[src/design/acc_regs.vh]
// Register offsets, field positions, reset values and timing counts
`ifndef ACC_REGS_VH
`define ACC_REGS_VH

`define ACC_ADDR_W             10
`define ACC_OFS_CFG_A          10'h050
`define ACC_OFS_CFG_B          10'h051
`define ACC_OFS_BG_CTRL        10'h057
`define ACC_OFS_PAT_OVR        10'h058
`define ACC_OFS_VECTOR         10'h05A
`define ACC_OFS_STATUS         10'h05B

`define ACC_RST_CFG_A          8'h06
`define ACC_RST_CFG_B          8'hF4
`define ACC_RST_BG_CTRL        8'h10
`define ACC_RST_PAT_OVR        8'h00
`define ACC_STATUS_FIXED       8'h08

`define ACC_BIT_TIME_STAMP_EN  5
`define ACC_BIT_VEC_ACCESS_EN  4
`define ACC_BIT_FG_TRIGGER     3
`define ACC_FLD_RANGE_HI       6
`define ACC_FLD_RANGE_LO       4
`define ACC_BIT_BG_RUN         1
`define ACC_BIT_BG_MODE        0
`define ACC_BIT_TEST_PATTERN   2
`define ACC_BIT_OVER_RANGE     1
`define ACC_BIT_STAT_CAL_OFF   1
`define ACC_BIT_STAT_FIRST     0

`define ACC_VEC_DEPTH          16
`define ACC_VEC_PTR_W          4
`define ACC_SAMPLE_W           12

// Sequence lengths in clock cycles at 100 MHz
`define ACC_FG_CAL_CYCLES      8'h40
`define ACC_BG_STEP_CYCLES     8'h10

`endif

[src/design/acc_vec_mem.v]
// Calibration vector store with registered read data
`timescale 1ns/1ns
module acc_vec_mem
(
  input  wire       clk_in,
  input  wire       wr_en_in,
  input  wire [3:0] wr_addr_in,
  input  wire [7:0] wr_data_in,
  input  wire [3:0] rd_addr_in,
  output reg  [7:0] rd_data_out
);

  reg [7:0] mem_reg [0:15];

  always @(posedge clk_in)
  begin
    if (wr_en_in)
    begin
      mem_reg[wr_addr_in] <= wr_data_in;
    end
    rd_data_out <= mem_reg[rd_addr_in];
  end

endmodule

[src/design/acc_cal_ctrl.v]
// Calibration control register bank with calibration sequencer
`timescale 1ns/1ns
`include "acc_regs.vh"

module acc_cal_ctrl
(
  input  wire                     CLK_IN,
  input  wire                     RESET_IN,
  input  wire [`ACC_ADDR_W-1:0]   REG_ADDR_IN,
  input  wire                     REG_WR_IN,
  input  wire                     REG_RD_IN,
  input  wire [7:0]               REG_WDATA_IN,
  output reg  [7:0]               REG_RDATA_OUT,
  input  wire                     TIME_STAMP_IN,
  input  wire [`ACC_SAMPLE_W-1:0] SAMPLE_IN,
  input  wire                     OVER_RANGE_IN,
  output reg  [`ACC_SAMPLE_W-1:0] DATA_OUT,
  output reg                      TIME_STAMP_OUT,
  output reg                      OVER_RANGE_OUT,
  output reg  [2:0]               SIGNAL_RANGE_OPTIMIZE_OUT,
  output reg                      CAL_RUNNING_OUT
);

  localparam S_IDLE = 2'b00;
  localparam S_INIT = 2'b01;
  localparam S_FG   = 2'b10;
  localparam S_BG   = 2'b11;

  reg [7:0]                    cfg_a_reg;
  reg [7:0]                    cfg_b_reg;
  reg [7:0]                    bg_ctrl_reg;
  reg [7:0]                    pat_ovr_reg;
  reg [1:0]                    state_reg;
  reg [1:0]                    state_next;
  reg [7:0]                    count_reg;
  reg [7:0]                    count_next;
  reg                          first_done_reg;
  reg [`ACC_VEC_PTR_W-1:0]     ptr_reg;
  reg [`ACC_VEC_PTR_W-1:0]     ptr_next;
  reg                          ts_meta_reg;
  reg                          ts_sync_reg;
  reg [`ACC_SAMPLE_W-1:0]      pattern_reg;
  wire [7:0]                   vec_rd_data;
  wire                         bg_busy;
  wire                         vec_en;
  wire                         vec_hit;
  wire                         vec_wr;
  wire                         vec_rd;
  wire                         cal_wr_ok;

  assign bg_busy   = (state_reg == S_BG);
  assign cal_wr_ok = REG_WR_IN && !bg_busy;
  assign vec_en    = cfg_a_reg[`ACC_BIT_VEC_ACCESS_EN];
  assign vec_hit   = (REG_ADDR_IN == `ACC_OFS_VECTOR) && vec_en;
  assign vec_wr    = vec_hit && cal_wr_ok;
  assign vec_rd    = vec_hit && REG_RD_IN && !REG_WR_IN;

  // Pointer advances per access, rewinds when access disabled
  always @*
  begin
    ptr_next = ptr_reg;
    if (!vec_en)
    begin
      ptr_next = {`ACC_VEC_PTR_W{1'b0}};
    end
    else if (vec_wr || vec_rd)
    begin
      ptr_next = ptr_reg + 1'b1;
    end
  end

  acc_vec_mem u_vec_mem
  (
    .clk_in      (CLK_IN),
    .wr_en_in    (vec_wr),
    .wr_addr_in  (ptr_reg),
    .wr_data_in  (REG_WDATA_IN),
    .rd_addr_in  (ptr_next),
    .rd_data_out (vec_rd_data)
  );

  // Register writes; write of trigger wins over its self-clear
  always @(posedge CLK_IN or posedge RESET_IN)
  begin
    if (RESET_IN)
    begin
      cfg_a_reg   <= `ACC_RST_CFG_A;
      cfg_b_reg   <= `ACC_RST_CFG_B;
      bg_ctrl_reg <= `ACC_RST_BG_CTRL;
      pat_ovr_reg <= `ACC_RST_PAT_OVR;
      ptr_reg     <= {`ACC_VEC_PTR_W{1'b0}};
    end
    else
    begin
      ptr_reg <= ptr_next;
      if (cal_wr_ok && REG_ADDR_IN == `ACC_OFS_CFG_A)
      begin
        cfg_a_reg <= REG_WDATA_IN;
      end
      else if (state_reg == S_INIT)
      begin
        cfg_a_reg[`ACC_BIT_FG_TRIGGER] <= 1'b0;
      end
      if (cal_wr_ok && REG_ADDR_IN == `ACC_OFS_CFG_B)
      begin
        cfg_b_reg <= REG_WDATA_IN;
      end
      if (REG_WR_IN && REG_ADDR_IN == `ACC_OFS_BG_CTRL)
      begin
        if (bg_busy)
        begin
          bg_ctrl_reg[`ACC_BIT_BG_RUN] <= REG_WDATA_IN[`ACC_BIT_BG_RUN];
        end
        else
        begin
          bg_ctrl_reg <= REG_WDATA_IN;
        end
      end
      if (REG_WR_IN && REG_ADDR_IN == `ACC_OFS_PAT_OVR)
      begin
        pat_ovr_reg <= REG_WDATA_IN;
      end
    end
  end

  // Calibration sequencer
  always @*
  begin
    state_next = state_reg;
    count_next = count_reg;
    if (cfg_a_reg[`ACC_BIT_FG_TRIGGER] && state_reg != S_INIT)
    begin
      state_next = S_INIT;
      count_next = 8'h00;
    end
    else
    begin
      case (state_reg)
        S_IDLE:
        begin
          count_next = 8'h00;
          if (bg_ctrl_reg[`ACC_BIT_BG_MODE] && bg_ctrl_reg[`ACC_BIT_BG_RUN])
          begin
            state_next = S_BG;
          end
        end
        S_INIT:
        begin
          state_next = S_FG;
          count_next = 8'h00;
        end
        S_FG:
        begin
          count_next = count_reg + 8'h01;
          if (count_reg == `ACC_FG_CAL_CYCLES - 8'h01)
          begin
            state_next = S_IDLE;
            count_next = 8'h00;
          end
        end
        S_BG:
        begin
          count_next = count_reg + 8'h01;
          if (count_reg == `ACC_BG_STEP_CYCLES - 8'h01)
          begin
            count_next = 8'h00;
            if (!(bg_ctrl_reg[`ACC_BIT_BG_MODE] && bg_ctrl_reg[`ACC_BIT_BG_RUN]))
            begin
              state_next = S_IDLE;
            end
          end
        end
        default:
        begin
          state_next = S_IDLE;
          count_next = 8'h00;
        end
      endcase
    end
  end

  always @(posedge CLK_IN or posedge RESET_IN)
  begin
    if (RESET_IN)
    begin
      state_reg      <= S_IDLE;
      count_reg      <= 8'h00;
      first_done_reg <= 1'b0;
    end
    else
    begin
      state_reg <= state_next;
      count_reg <= count_next;
      if (state_reg == S_FG && state_next == S_IDLE)
      begin
        first_done_reg <= 1'b1;
      end
    end
  end

  // Read port
  always @(posedge CLK_IN or posedge RESET_IN)
  begin
    if (RESET_IN)
    begin
      REG_RDATA_OUT <= 8'h00;
    end
    else if (REG_RD_IN)
    begin
      case (REG_ADDR_IN)
        `ACC_OFS_CFG_A:   REG_RDATA_OUT <= cfg_a_reg;
        `ACC_OFS_CFG_B:   REG_RDATA_OUT <= cfg_b_reg;
        `ACC_OFS_BG_CTRL: REG_RDATA_OUT <= bg_ctrl_reg;
        `ACC_OFS_PAT_OVR: REG_RDATA_OUT <= pat_ovr_reg;
        `ACC_OFS_VECTOR:  REG_RDATA_OUT <= vec_en ? vec_rd_data : 8'h00;
        `ACC_OFS_STATUS:
        begin
          REG_RDATA_OUT <= `ACC_STATUS_FIXED;
          REG_RDATA_OUT[`ACC_BIT_STAT_CAL_OFF] <= (state_reg == S_IDLE);
          REG_RDATA_OUT[`ACC_BIT_STAT_FIRST]   <= first_done_reg;
        end
        default:          REG_RDATA_OUT <= 8'h00;
      endcase
    end
  end

  // Data path outputs
  always @(posedge CLK_IN or posedge RESET_IN)
  begin
    if (RESET_IN)
    begin
      ts_meta_reg               <= 1'b0;
      ts_sync_reg               <= 1'b0;
      pattern_reg               <= {`ACC_SAMPLE_W{1'b0}};
      DATA_OUT                  <= {`ACC_SAMPLE_W{1'b0}};
      TIME_STAMP_OUT            <= 1'b0;
      OVER_RANGE_OUT            <= 1'b0;
      SIGNAL_RANGE_OPTIMIZE_OUT <= 3'h7;
      CAL_RUNNING_OUT           <= 1'b0;
    end
    else
    begin
      ts_meta_reg    <= TIME_STAMP_IN;
      ts_sync_reg    <= ts_meta_reg;
      TIME_STAMP_OUT <= ts_sync_reg && cfg_a_reg[`ACC_BIT_TIME_STAMP_EN];
      pattern_reg    <= pattern_reg + 1'b1;
      if (pat_ovr_reg[`ACC_BIT_TEST_PATTERN])
      begin
        DATA_OUT <= pattern_reg;
      end
      else
      begin
        DATA_OUT <= SAMPLE_IN;
      end
      OVER_RANGE_OUT <= OVER_RANGE_IN && pat_ovr_reg[`ACC_BIT_OVER_RANGE];
      SIGNAL_RANGE_OPTIMIZE_OUT <= cfg_b_reg[`ACC_FLD_RANGE_HI:`ACC_FLD_RANGE_LO];
      CAL_RUNNING_OUT <= (state_next != S_IDLE);
    end
  end

endmodule

[config.mk]
export PLATFORM = sky130hd
export DESIGN_NAME = acc_cal_ctrl
export DESIGN_NICKNAME = d
export VERILOG_FILES = /design/src/design/acc_vec_mem.v /design/src/design/acc_cal_ctrl.v
export VERILOG_INCLUDE_DIRS = /design/src /design/src/design
export SDC_FILE = /design/constraint.sdc
export NUM_CORES = 1
export LEC_CHECK = 0
export BUFFER_PORTS_ARGS = -buffer_cell sky130_fd_sc_hd__buf_4
export CORE_MARGIN = 4
export CORE_UTILIZATION = 60
export DETAILED_ROUTE_END_ITERATION = 10
export PLACE_DENSITY = 0.79
export SLEW_MARGIN = 5
export SYNTH_ARGS = -nofsm -noshare
export SYNTH_HDL_FRONTEND = slang
export SYNTH_HIERARCHICAL = 1
export SYNTH_SLANG_ARGS = --single-unit
export TNS_END_PERCENT = 10
[constraint.sdc]
create_clock -name CLK_IN -period 3 [get_ports CLK_IN]
set_clock_uncertainty 0.05 [all_clocks]
set_input_delay 0.45 -clock CLK_IN [delete_from_list [all_inputs] [get_ports CLK_IN]]
set_output_delay 0.45 -clock CLK_IN [all_outputs]
set_load 0.03 [all_outputs]
==> out/metrics.csv, run 1 <==
metric,value,unit
status,completed,
grt.total_usage,23.3,%
post-route-period-util,96.2,%
cap_violations,0,
io_pins,62,
grt_pass1_vias,5643,
hp-class,input pin to flop,
wl,20000,µm
utilization,71.7,%
ant_nets,0,
period_minus_slack,2.89,ns
final_cell_area,10900,µm²
async_flop_share,39.0,%
core_area,15100,µm²
peakVddDrop,0.406,mV
die_y,132,µm
finalHoldViolCount,0,
cts_tree,yes,
vias,5485,
io_buffer_count,61,
dp_cells,825,
drv_slew,0,
leakage,4.15,nW
drt_iter0_drc,567,
die_w,132,µm
crit_fanout,21,
grt_pass1_wl,32200,µm
netlist_instances,563,
initial_utilization,61.2,%
grt-ovfl-total,0,
drive_gt1_share,32.5,%
synth-edff-count,128,
power_density,593,nW/µm²
insertion_delay,0.50,ns
power.total,6.44,mW
antenna_cells,0,
yosys_warnings,6,
largest_reg_flops,128,
clock.fmax,347,MHz
cts.clk_slew.worst_paths,0.06,ns
yosysSeqAreaShare,66.9,%
synth_fp_nets,602,
viasPerCell,6.31,
rsz0062_at_grt,no,
post_cts_buffers,0,
path_class,flop to flop,
syn_area,9260,µm²
yosysUniqueCellTypes,64,
endpoint_kind,flop,
nets,703,
ys.flop_type,edfxtp_1,
maxSlewHeadroom,40.5,%
nFillCells,918,
synth_seq_cells,223,
avgRoutedWirePerCell,23.0,µm
critPathArrivalTime,3.21,ns
layoutNonFillerInstCount,869,
synth.avg_cell_area,16.5,µm²
cp_data_required_time,3.33,ns
htreeDepth,1,
root_buffer,clkbuf_16,
row_count,45,
drc,0,
die_area,17500,µm²
syn_to_final_growth,17.3,%
grt_max_degree,40,
drtPass1Iterations,5,
cts_buffers,23,
globalplace.congestion,0.886,
placed_cell_area,10100,µm²
startpoint_type,flop,
dp_hpwl,13100,µm
setup_violations,0,
cts_num_sinks,223,
max-clock-path-buffers,3,
antenna_found_initial,0,
max_slew.worst_pin.slew,0.885,ns
final timing paths:
| path | start | endpoint | slack [ns] | cells past startpoint |
|---|---|---|---|---|
| hold / removal | SAMPLE_IN[1] | DATA_OUT[1] | 0.12 | 2 |
| max in group asynchronous | RESET_IN | SIGNAL_RANGE_OPTIMIZE_OUT[1] | 1.53 | 4 |
| setup reg to reg | cfg_a_reg[4] | u_vec_mem/rd_data_out[2] | 0.11 | 9 |
| hold reg to reg | ts_meta_reg | ts_sync_reg | 0.31 | 0 |
| setup / recovery | cfg_a_reg[4] | u_vec_mem/rd_data_out[2] | 0.11 | 9 |
| min in group asynchronous | RESET_IN | ts_sync_reg | 0.54 | 3 |
stage by stage:
stage / worst slack, ns / hold slack, ns / TNS [ns]
after global placement: -0.0850 / 0.283 / -0.0850
after CTS: 0.0452 / 0.111 / 0
after floorplan: 0.268 / 0.281 / 0
after detailed placement: -0.135 / 0.303 / -0.157
final: 0.114 / 0.122 / 0
after global routing: 0.0269 / 0.108 / 0
layout by cell type (no fill, tap or decap), types with 14 or more instances in the layout:
cell type  netlist  routed
mux4_2          18      18
mux2_2          31      31
dfrtp_1         76      76
a22oi_1         16      16
buf_4            2      92
edfxtp_1       128     128
nand2_1         25      25
mux4_1          14      14
clkbuf_16        0      23
nor2_1          34      33
mux2_4          15      15
per-layer routing:
layer,global-route usage [%],vias up,share of wire (%)
met3,4.66,30,7.0
met1,33.7,2820,42
li1,-,2400,-
met2,37.5,235,49
met4,5.37,0,1.8
met5,0,-,0
worst max-delay path, stage by stage, from the launching register on:
cell       delay, ns
dfrtp_1         0.44
nor4bb_2        0.34
o2111ai_2       0.27
xor2_1          0.23
nor2_4          0.12
buf_12          0.21
buf_12          0.14
mux4_1          0.53
a22oi_1         0.32
nand2_1         0.09
power breakdown:
part	leakage (nW)	switching (mW)	internal, mW
clock network	0.355	1.08	1.61
logic	1.46	0.257	0.163
registers	2.34	0.0310	3.30
area by class of cell:
type | instances | area [µm²] | share of cell area (%)
Inverter | 14 | 53.8 | 0.495
Clock inverter | 6 | 57.6 | 0.530
Sequential cell | 223 | 6190 | 57.0
Tap cell | 188 | 235 | 2.16
Clock buffer | 36 | 664 | 6.11
Multi-Input combinational cell | 304 | 2870 | 26.4
Timing Repair Buffer | 98 | 791 | 7.28
what timing repair did:
action,CTS,global route
endpoints found under the hold margin,33,0
resized for setup,0,2
hold buffers,2,0
endpoints found under the setup margin,0,6
cells in the mapped netlist (4+ instances only):
| library cell | number | area, µm² |
|---|---|---|
| a2111oi_0 | 5 | 43.8 |
| a21oi_1 | 6 | 30.0 |
| a222oi_1 | 4 | 40.0 |
| a22oi_1 | 16 | 120 |
| and2_1 | 4 | 25.0 |
| buf_2 | 8 | 40.0 |
| buf_6 | 7 | 78.8 |
| dfrtp_1 | 76 | 1900 |
| dfstp_2 | 11 | 289 |
| dfxtp_1 | 8 | 160 |
| edfxtp_1 | 128 | 3840 |
| inv_1 | 14 | 52.6 |
| mux2_2 | 31 | 349 |
| mux2_4 | 15 | 225 |
| mux2i_1 | 5 | 50.1 |
| mux4_1 | 14 | 368 |
| mux4_2 | 18 | 405 |
| nand2_1 | 25 | 93.8 |
| nand2b_1 | 5 | 31.3 |
| nand3_1 | 9 | 45.0 |
| nand3b_1 | 6 | 45.0 |
| nor2_1 | 34 | 128 |
| nor2b_1 | 5 | 31.3 |
| nor3_1 | 7 | 35.0 |
| nor4_1 | 8 | 50.1 |
| o21ai_0 | 8 | 40.0 |
| o2bb2ai_1 | 10 | 87.6 |
| xnor2_1 | 8 | 70.1 |
| xor2_1 | 9 | 78.8 |
logic make-up (layout without fill, tap and decap cells):
group	Yosys count	after routing	share of synthesized area [%]
AO/OA/AOI/OAI	66	66	5.35
XOR/XNOR	17	17	1.61
flip-flops	223	223	66.9
adder cells (fa/ha/maj)	3	3	0.405
multiplexers	83	83	15.1
AND/OR/NAND/NOR	135	135	8.27
buffers and inverters	36	154	2.42
(Power assumes the default switching activity.)
==> inputs of run 2 (changes only) <==
CORE_UTILIZATION = 36   (was 60)
PLACE_DENSITY = default   (was 0.79)
==> run 2 against run 1 <==
Effect of this change:
- via count is 2.8% lower
- clock power is 9.7% higher
- final cell count is 18% higher
- sequential power hardly changed
- routed wire length is 2.4% higher
- power is 4.0% higher
- critical path type unchanged
- largest cell class unchanged
==> out/metrics.csv, run 2 (same netlist as run 1, synthesis figures left out) <==
metric,value,unit
grt_pass1_wl,31700,µm
vias,5330,
finalWorstSetupSlack,0.184,ns
reg2reg_depth,9,
leakage,4.25,nW
dp_cells,980,
ant_nets,0,
drv_slew,0,
hp-class,input pin to async pin,
worstSetupStartpoint,cfg_a_reg[4],
peakVddDrop,0.369,mV
pre_cts_slack,-0.173,ns
grt-ovfl-total,0,
startpoint_type,flop,
power_density,598,nW/µm²
drt_iter0_drc,437,
rsz0062_at_grt,no,
antenna_found_initial,0,
post-route-period-util,93.9,%
wl,20400,µm
die_w,168,µm
cts_buffers,23,
root_buffer,clkbuf_16,
grt.total_usage,14.1,%
nFillCells,2237,
max-clock-path-buffers,3,
setup_violations,0,
layoutNonFillerInstCount,1023,
dp_hpwl,13700,µm
path_class,flop to flop,
crit_fanout,8,
row_count,58,
final_cell_mix,"128 x edfxtp_1, 105 x buf_4, 76 x dfrtp_1",
holdWs,0.0319,ns
core_area,25300,µm²
r2r-start,cfg_a_reg[4],
insertion_delay,0.50,ns
cts_tree,yes,
drtPass1Iterations,5,
finalHoldViolCount,0,
io_pins,62,
r2r_slack,0.18,ns
avgRoutedWirePerCell,20.0,µm
cp_data_required_time,3.39,ns
fin_tns_setup,0,ns
syn_to_final_growth,21.0,%
critPathArrivalTime,3.21,ns
grt_pass1_vias,5510,
htreeDepth,1,
grt_max_degree,44,
drc,0,
globalplace.congestion,0.850,
maxSlewHeadroom,44.0,%
die_area,28400,µm²
die_y,168,µm
largest_reg_flops,128,
placed_cell_area,10400,µm²
status,completed,
max_slew.worst_pin.slew,0.833,ns
initial_utilization,36.7,%
cts.clk_slew.worst_paths,0.06,ns
antenna_cells,0,
nets,715,
viasPerCell,5.21,
cts_num_sinks,223,
io_buffer_count,61,
period_minus_slack,2.82,ns
final_cell_area,11200,µm²
r2r_end,u_vec_mem/rd_data_out[0],
endpoint_kind,flop,
cap_violations,0,
final_common_cell,edfxtp_1,
clock.fmax,355,MHz
drive_gt1_share,34.9,%
## run 2: cell types whose count changed in the layout (fill, tap and decap cells not counted), moves of 2 or more
cell / delta
buf_4: +13
clkbuf_1: -7
clkinv_2: +3
clkinvlp_4: +3
bufinv_16: +2
## run 2: per-stage QoR
stage | utilization [%] | power, mW
floorplan | - | 3.62
global placement | 41.1 | 3.80
detailed placement | 41.1 | 3.81
CTS | 44.3 | 6.78
global route | 44.4 | 6.96
finish | 44.4 | 6.70
## run 2: per-layer routing
metal | track usage [%] | routed length [µm] | up-vias
met5 | 0 | 0 | -
met4 | 3.32 | 345 | 0
met3 | 2.07 | 1010 | 27
met2 | 23.4 | 10000 | 134
met1 | 19.8 | 9050 | 2749
li1 | - | - | 2420
## run 2: worst max path at each step
stage / slack, ns / cells after the start / to
2_1_floorplan: 0.27 / 1 / CAL_RUNNING_OUT
3_3_place_gp: -0.14 / 11 / u_vec_mem/rd_data_out[3]
3_5_place_dp: -0.17 / 11 / u_vec_mem/rd_data_out[3]
4_1_cts: 0.08 / 9 / u_vec_mem/rd_data_out[3]
5_1_grt: 0.02 / 10 / u_vec_mem/rd_data_out[3]
6_report: 0.18 / 9 / u_vec_mem/rd_data_out[0]
## run 2: where the power goes
part	switching (mW)	internal, mW	leakage, nW
Clock	1.16	1.80	0.391
Combinational	0.249	0.166	1.52
Sequential	0.0348	3.30	2.34
## run 2: what timing repair did
item | in CTS | in global routing
hold endpoints to repair | 1 | 0
gates resized for setup | 0 | 2
hold buffers | 1 | 0
setup buffers | 0 | 0
setup endpoints to repair | 0 | 2
## run 2: area by class of cell
type | count | area [µm²] | share of cell area [%]
Timing Repair Buffer | 110 | 878 | 7.84
Tap cell | 330 | 413 | 3.68
Sequential cell | 223 | 6190 | 55.3
Inverter | 14 | 53.8 | 0.480
Clock inverter | 13 | 151 | 1.35
Multi-Input combinational cell | 304 | 2870 | 25.6
Clock buffer | 29 | 649 | 5.79
## run 2: worst max-delay path: stages (launching register included)
cell	delay [ns]
dfrtp_1	0.33
nor4bb_1	0.22
buf_4	0.17
o2111ai_2	0.19
or3_1	0.40
a21oi_1	0.15
buf_4	0.14
nor2b_1	0.65
a22oi_1	0.33
nand2_1	0.12
==> inputs of run 3 (changes only) <==
CTS_BUF_LIST = sky130_fd_sc_hd__clkbuf_4 sky130_fd_sc_hd__clkbuf_8   (was default)
==> run 3 against run 2 <==
Effect of this change:
- via count up 1.8%
- sequential power about the same
- power down 3.6%
- worst hold slack got worse by 0.011 ns
- count of clock-buffer cells in the layout increased by 35
- largest cell class unchanged
- sequential share of layout area increased by 0.12 points
- register-to-register slack gained 0.02 ns
- worst setup slack improved by 0.020 ns
- final cell count up 2.4%
==> out/metrics.csv, run 3 (same netlist as run 1, synthesis figures left out) <==
metric,value,unit
drc,0,
setup_violations,0,
die_w,168,µm
maxSlewHeadroom,44.6,%
fin_tns_setup,0,ns
initial_utilization,36.7,%
cts_buffers,37,
grt.total_usage,14.7,%
clock.fmax,358,MHz
antenna_cells,0,
globalplace.congestion,0.850,
power.total,6.46,mW
r2r_end,u_vec_mem/rd_data_out[3],
cp_data_required_time,3.35,ns
post-route-period-util,93.2,%
core_area,25300,µm²
gr-usage-met1,20.1,%
nets,729,
vias,5428,
cts_tree,yes,
post_cts_buffers,0,
use_met3,2.84,%
reg2reg_depth,9,
r2r-start,state_reg[1],
cts_num_sinks,223,
dp_hpwl,13700,µm
status,completed,
wl,20900,µm
leakage,4.28,nW
cts.clk_slew.worst_paths,0.06,ns
grt_pass1_vias,5640,
critPathArrivalTime,3.14,ns
path_class,flop to flop,
multiInputGateArea,2880,µm²
max-clock-path-buffers,3,
period_minus_slack,2.80,ns
power_density,578,nW/µm²
viasPerCell,5.18,
insertion_delay,0.52,ns
grt_max_degree,44,
die_y,168,µm
die_area,28400,µm²
antenna_found_initial,0,
avgRoutedWirePerCell,19.9,µm
grt.busiest_layer,met2,
grt-ovfl-total,0,
drv_slew,0,
peakVddDrop,0.235,mV
grt_use_met2,23.7,%
root_buffer,clkbuf_8,
row_count,58,
ant_nets,0,
final_cell_mix,"128 x edfxtp_1, 105 x buf_4, 76 x dfrtp_1",
r2r_slack,0.20,ns
finalHoldViolCount,0,
nFillCells,2244,
drive_gt1_share,37.7,%
max_slew.worst_pin.slew,0.824,ns
grt_pass1_wl,32500,µm
htreeDepth,2,
drtPass1Iterations,5,
endpoint_kind,flop,
startpoint_type,flop,
crit_fanout,10,
rsz0062_at_grt,no,
drt_iter0_drc,530,
final_common_cell,edfxtp_1,
io_buffer_count,61,
ff_latch_area,6190,µm²
io_pins,62,
utilization,44.3,%
syn_to_final_growth,20.7,%
cap_violations,0,
largest_reg_flops,128,
hp-class,input pin to async pin,
run 3: changes by cell type in the layout (fill, tap and decap cells not counted), moves of 3 or more:
cell and change:
clkbuf_4 +21, clkbuf_16 -24, clkbuf_8 +40, bufinv_16 -3, clkinvlp_4 -3, clkinv_2 -4
run 3: worst max path at each step:
stage | endpoint | slack [ns] | depth (start not counted) | startpoint
after global routing | u_vec_mem/rd_data_out[3] | 0.08 | 9 | state_reg[1]
after detailed placement | u_vec_mem/rd_data_out[3] | -0.17 | 11 | REG_ADDR_IN[0]
final | u_vec_mem/rd_data_out[3] | 0.20 | 9 | state_reg[1]
after floorplan | CAL_RUNNING_OUT | 0.27 | 1 | RESET_IN
after CTS | u_vec_mem/rd_data_out[3] | 0.09 | 9 | state_reg[1]
after global placement | u_vec_mem/rd_data_out[3] | -0.14 | 11 | REG_ADDR_IN[0]
run 3: metrics by stage:
| step | instances | hold slack [ns] | cell area, µm² | worst slack [ns] |
|---|---|---|---|---|
| floorplan | 563 | 0.281 | 9260 | 0.268 |
| global placement | 980 | 0.286 | 10400 | -0.135 |
| detailed placement | 980 | 0.299 | 10400 | -0.173 |
| CTS | 1048 | 0.0236 | 11200 | 0.0858 |
| global route | 1048 | 0.0671 | 11200 | 0.0755 |
| finish | 1048 | 0.0211 | 11200 | 0.204 |
run 3: per-layer routing:
layer | routed length [µm] | vias to the layer above
met5 | 0 | -
met4 | 556 | 0
met3 | 1120 | 41
met2 | 9950 | 158
met1 | 9230 | 2772
li1 | - | 2457
run 3: final cells by class:
type,instances,area share [%]
multi-input cells,304,25.7
flip-flops and latches,223,55.4
clock buffers,64,6.70
well taps,330,3.69
clock inverters,3,0.168
repair buffers,110,7.85
inverters,14,0.481
run 3: repair_timing:
| item | CTS | global route |
|---|---|---|
| hold buffers | 1 | 0 |
| resized for setup | 0 | 4 |
| endpoints found under the setup margin | 0 | 2 |
| hold endpoints to repair | 1 | 0 |
run 3: report_power, final:
part           switching [mW]  internal [mW]
Sequential             0.0328           3.30
Clock                    1.14           1.57
Combinational           0.252          0.166
run 3: worst max-delay path, cell delays in order (launching register included):
cell and delay [ns]:
dfrtp_1 0.39, a21boi_1 0.34, o2111ai_2 0.25, xor2_1 0.22, nor2_4 0.17, buf_12 0.17, buf_12 0.15, mux4_1 0.56
a22oi_2 0.28, nand2_1 0.07
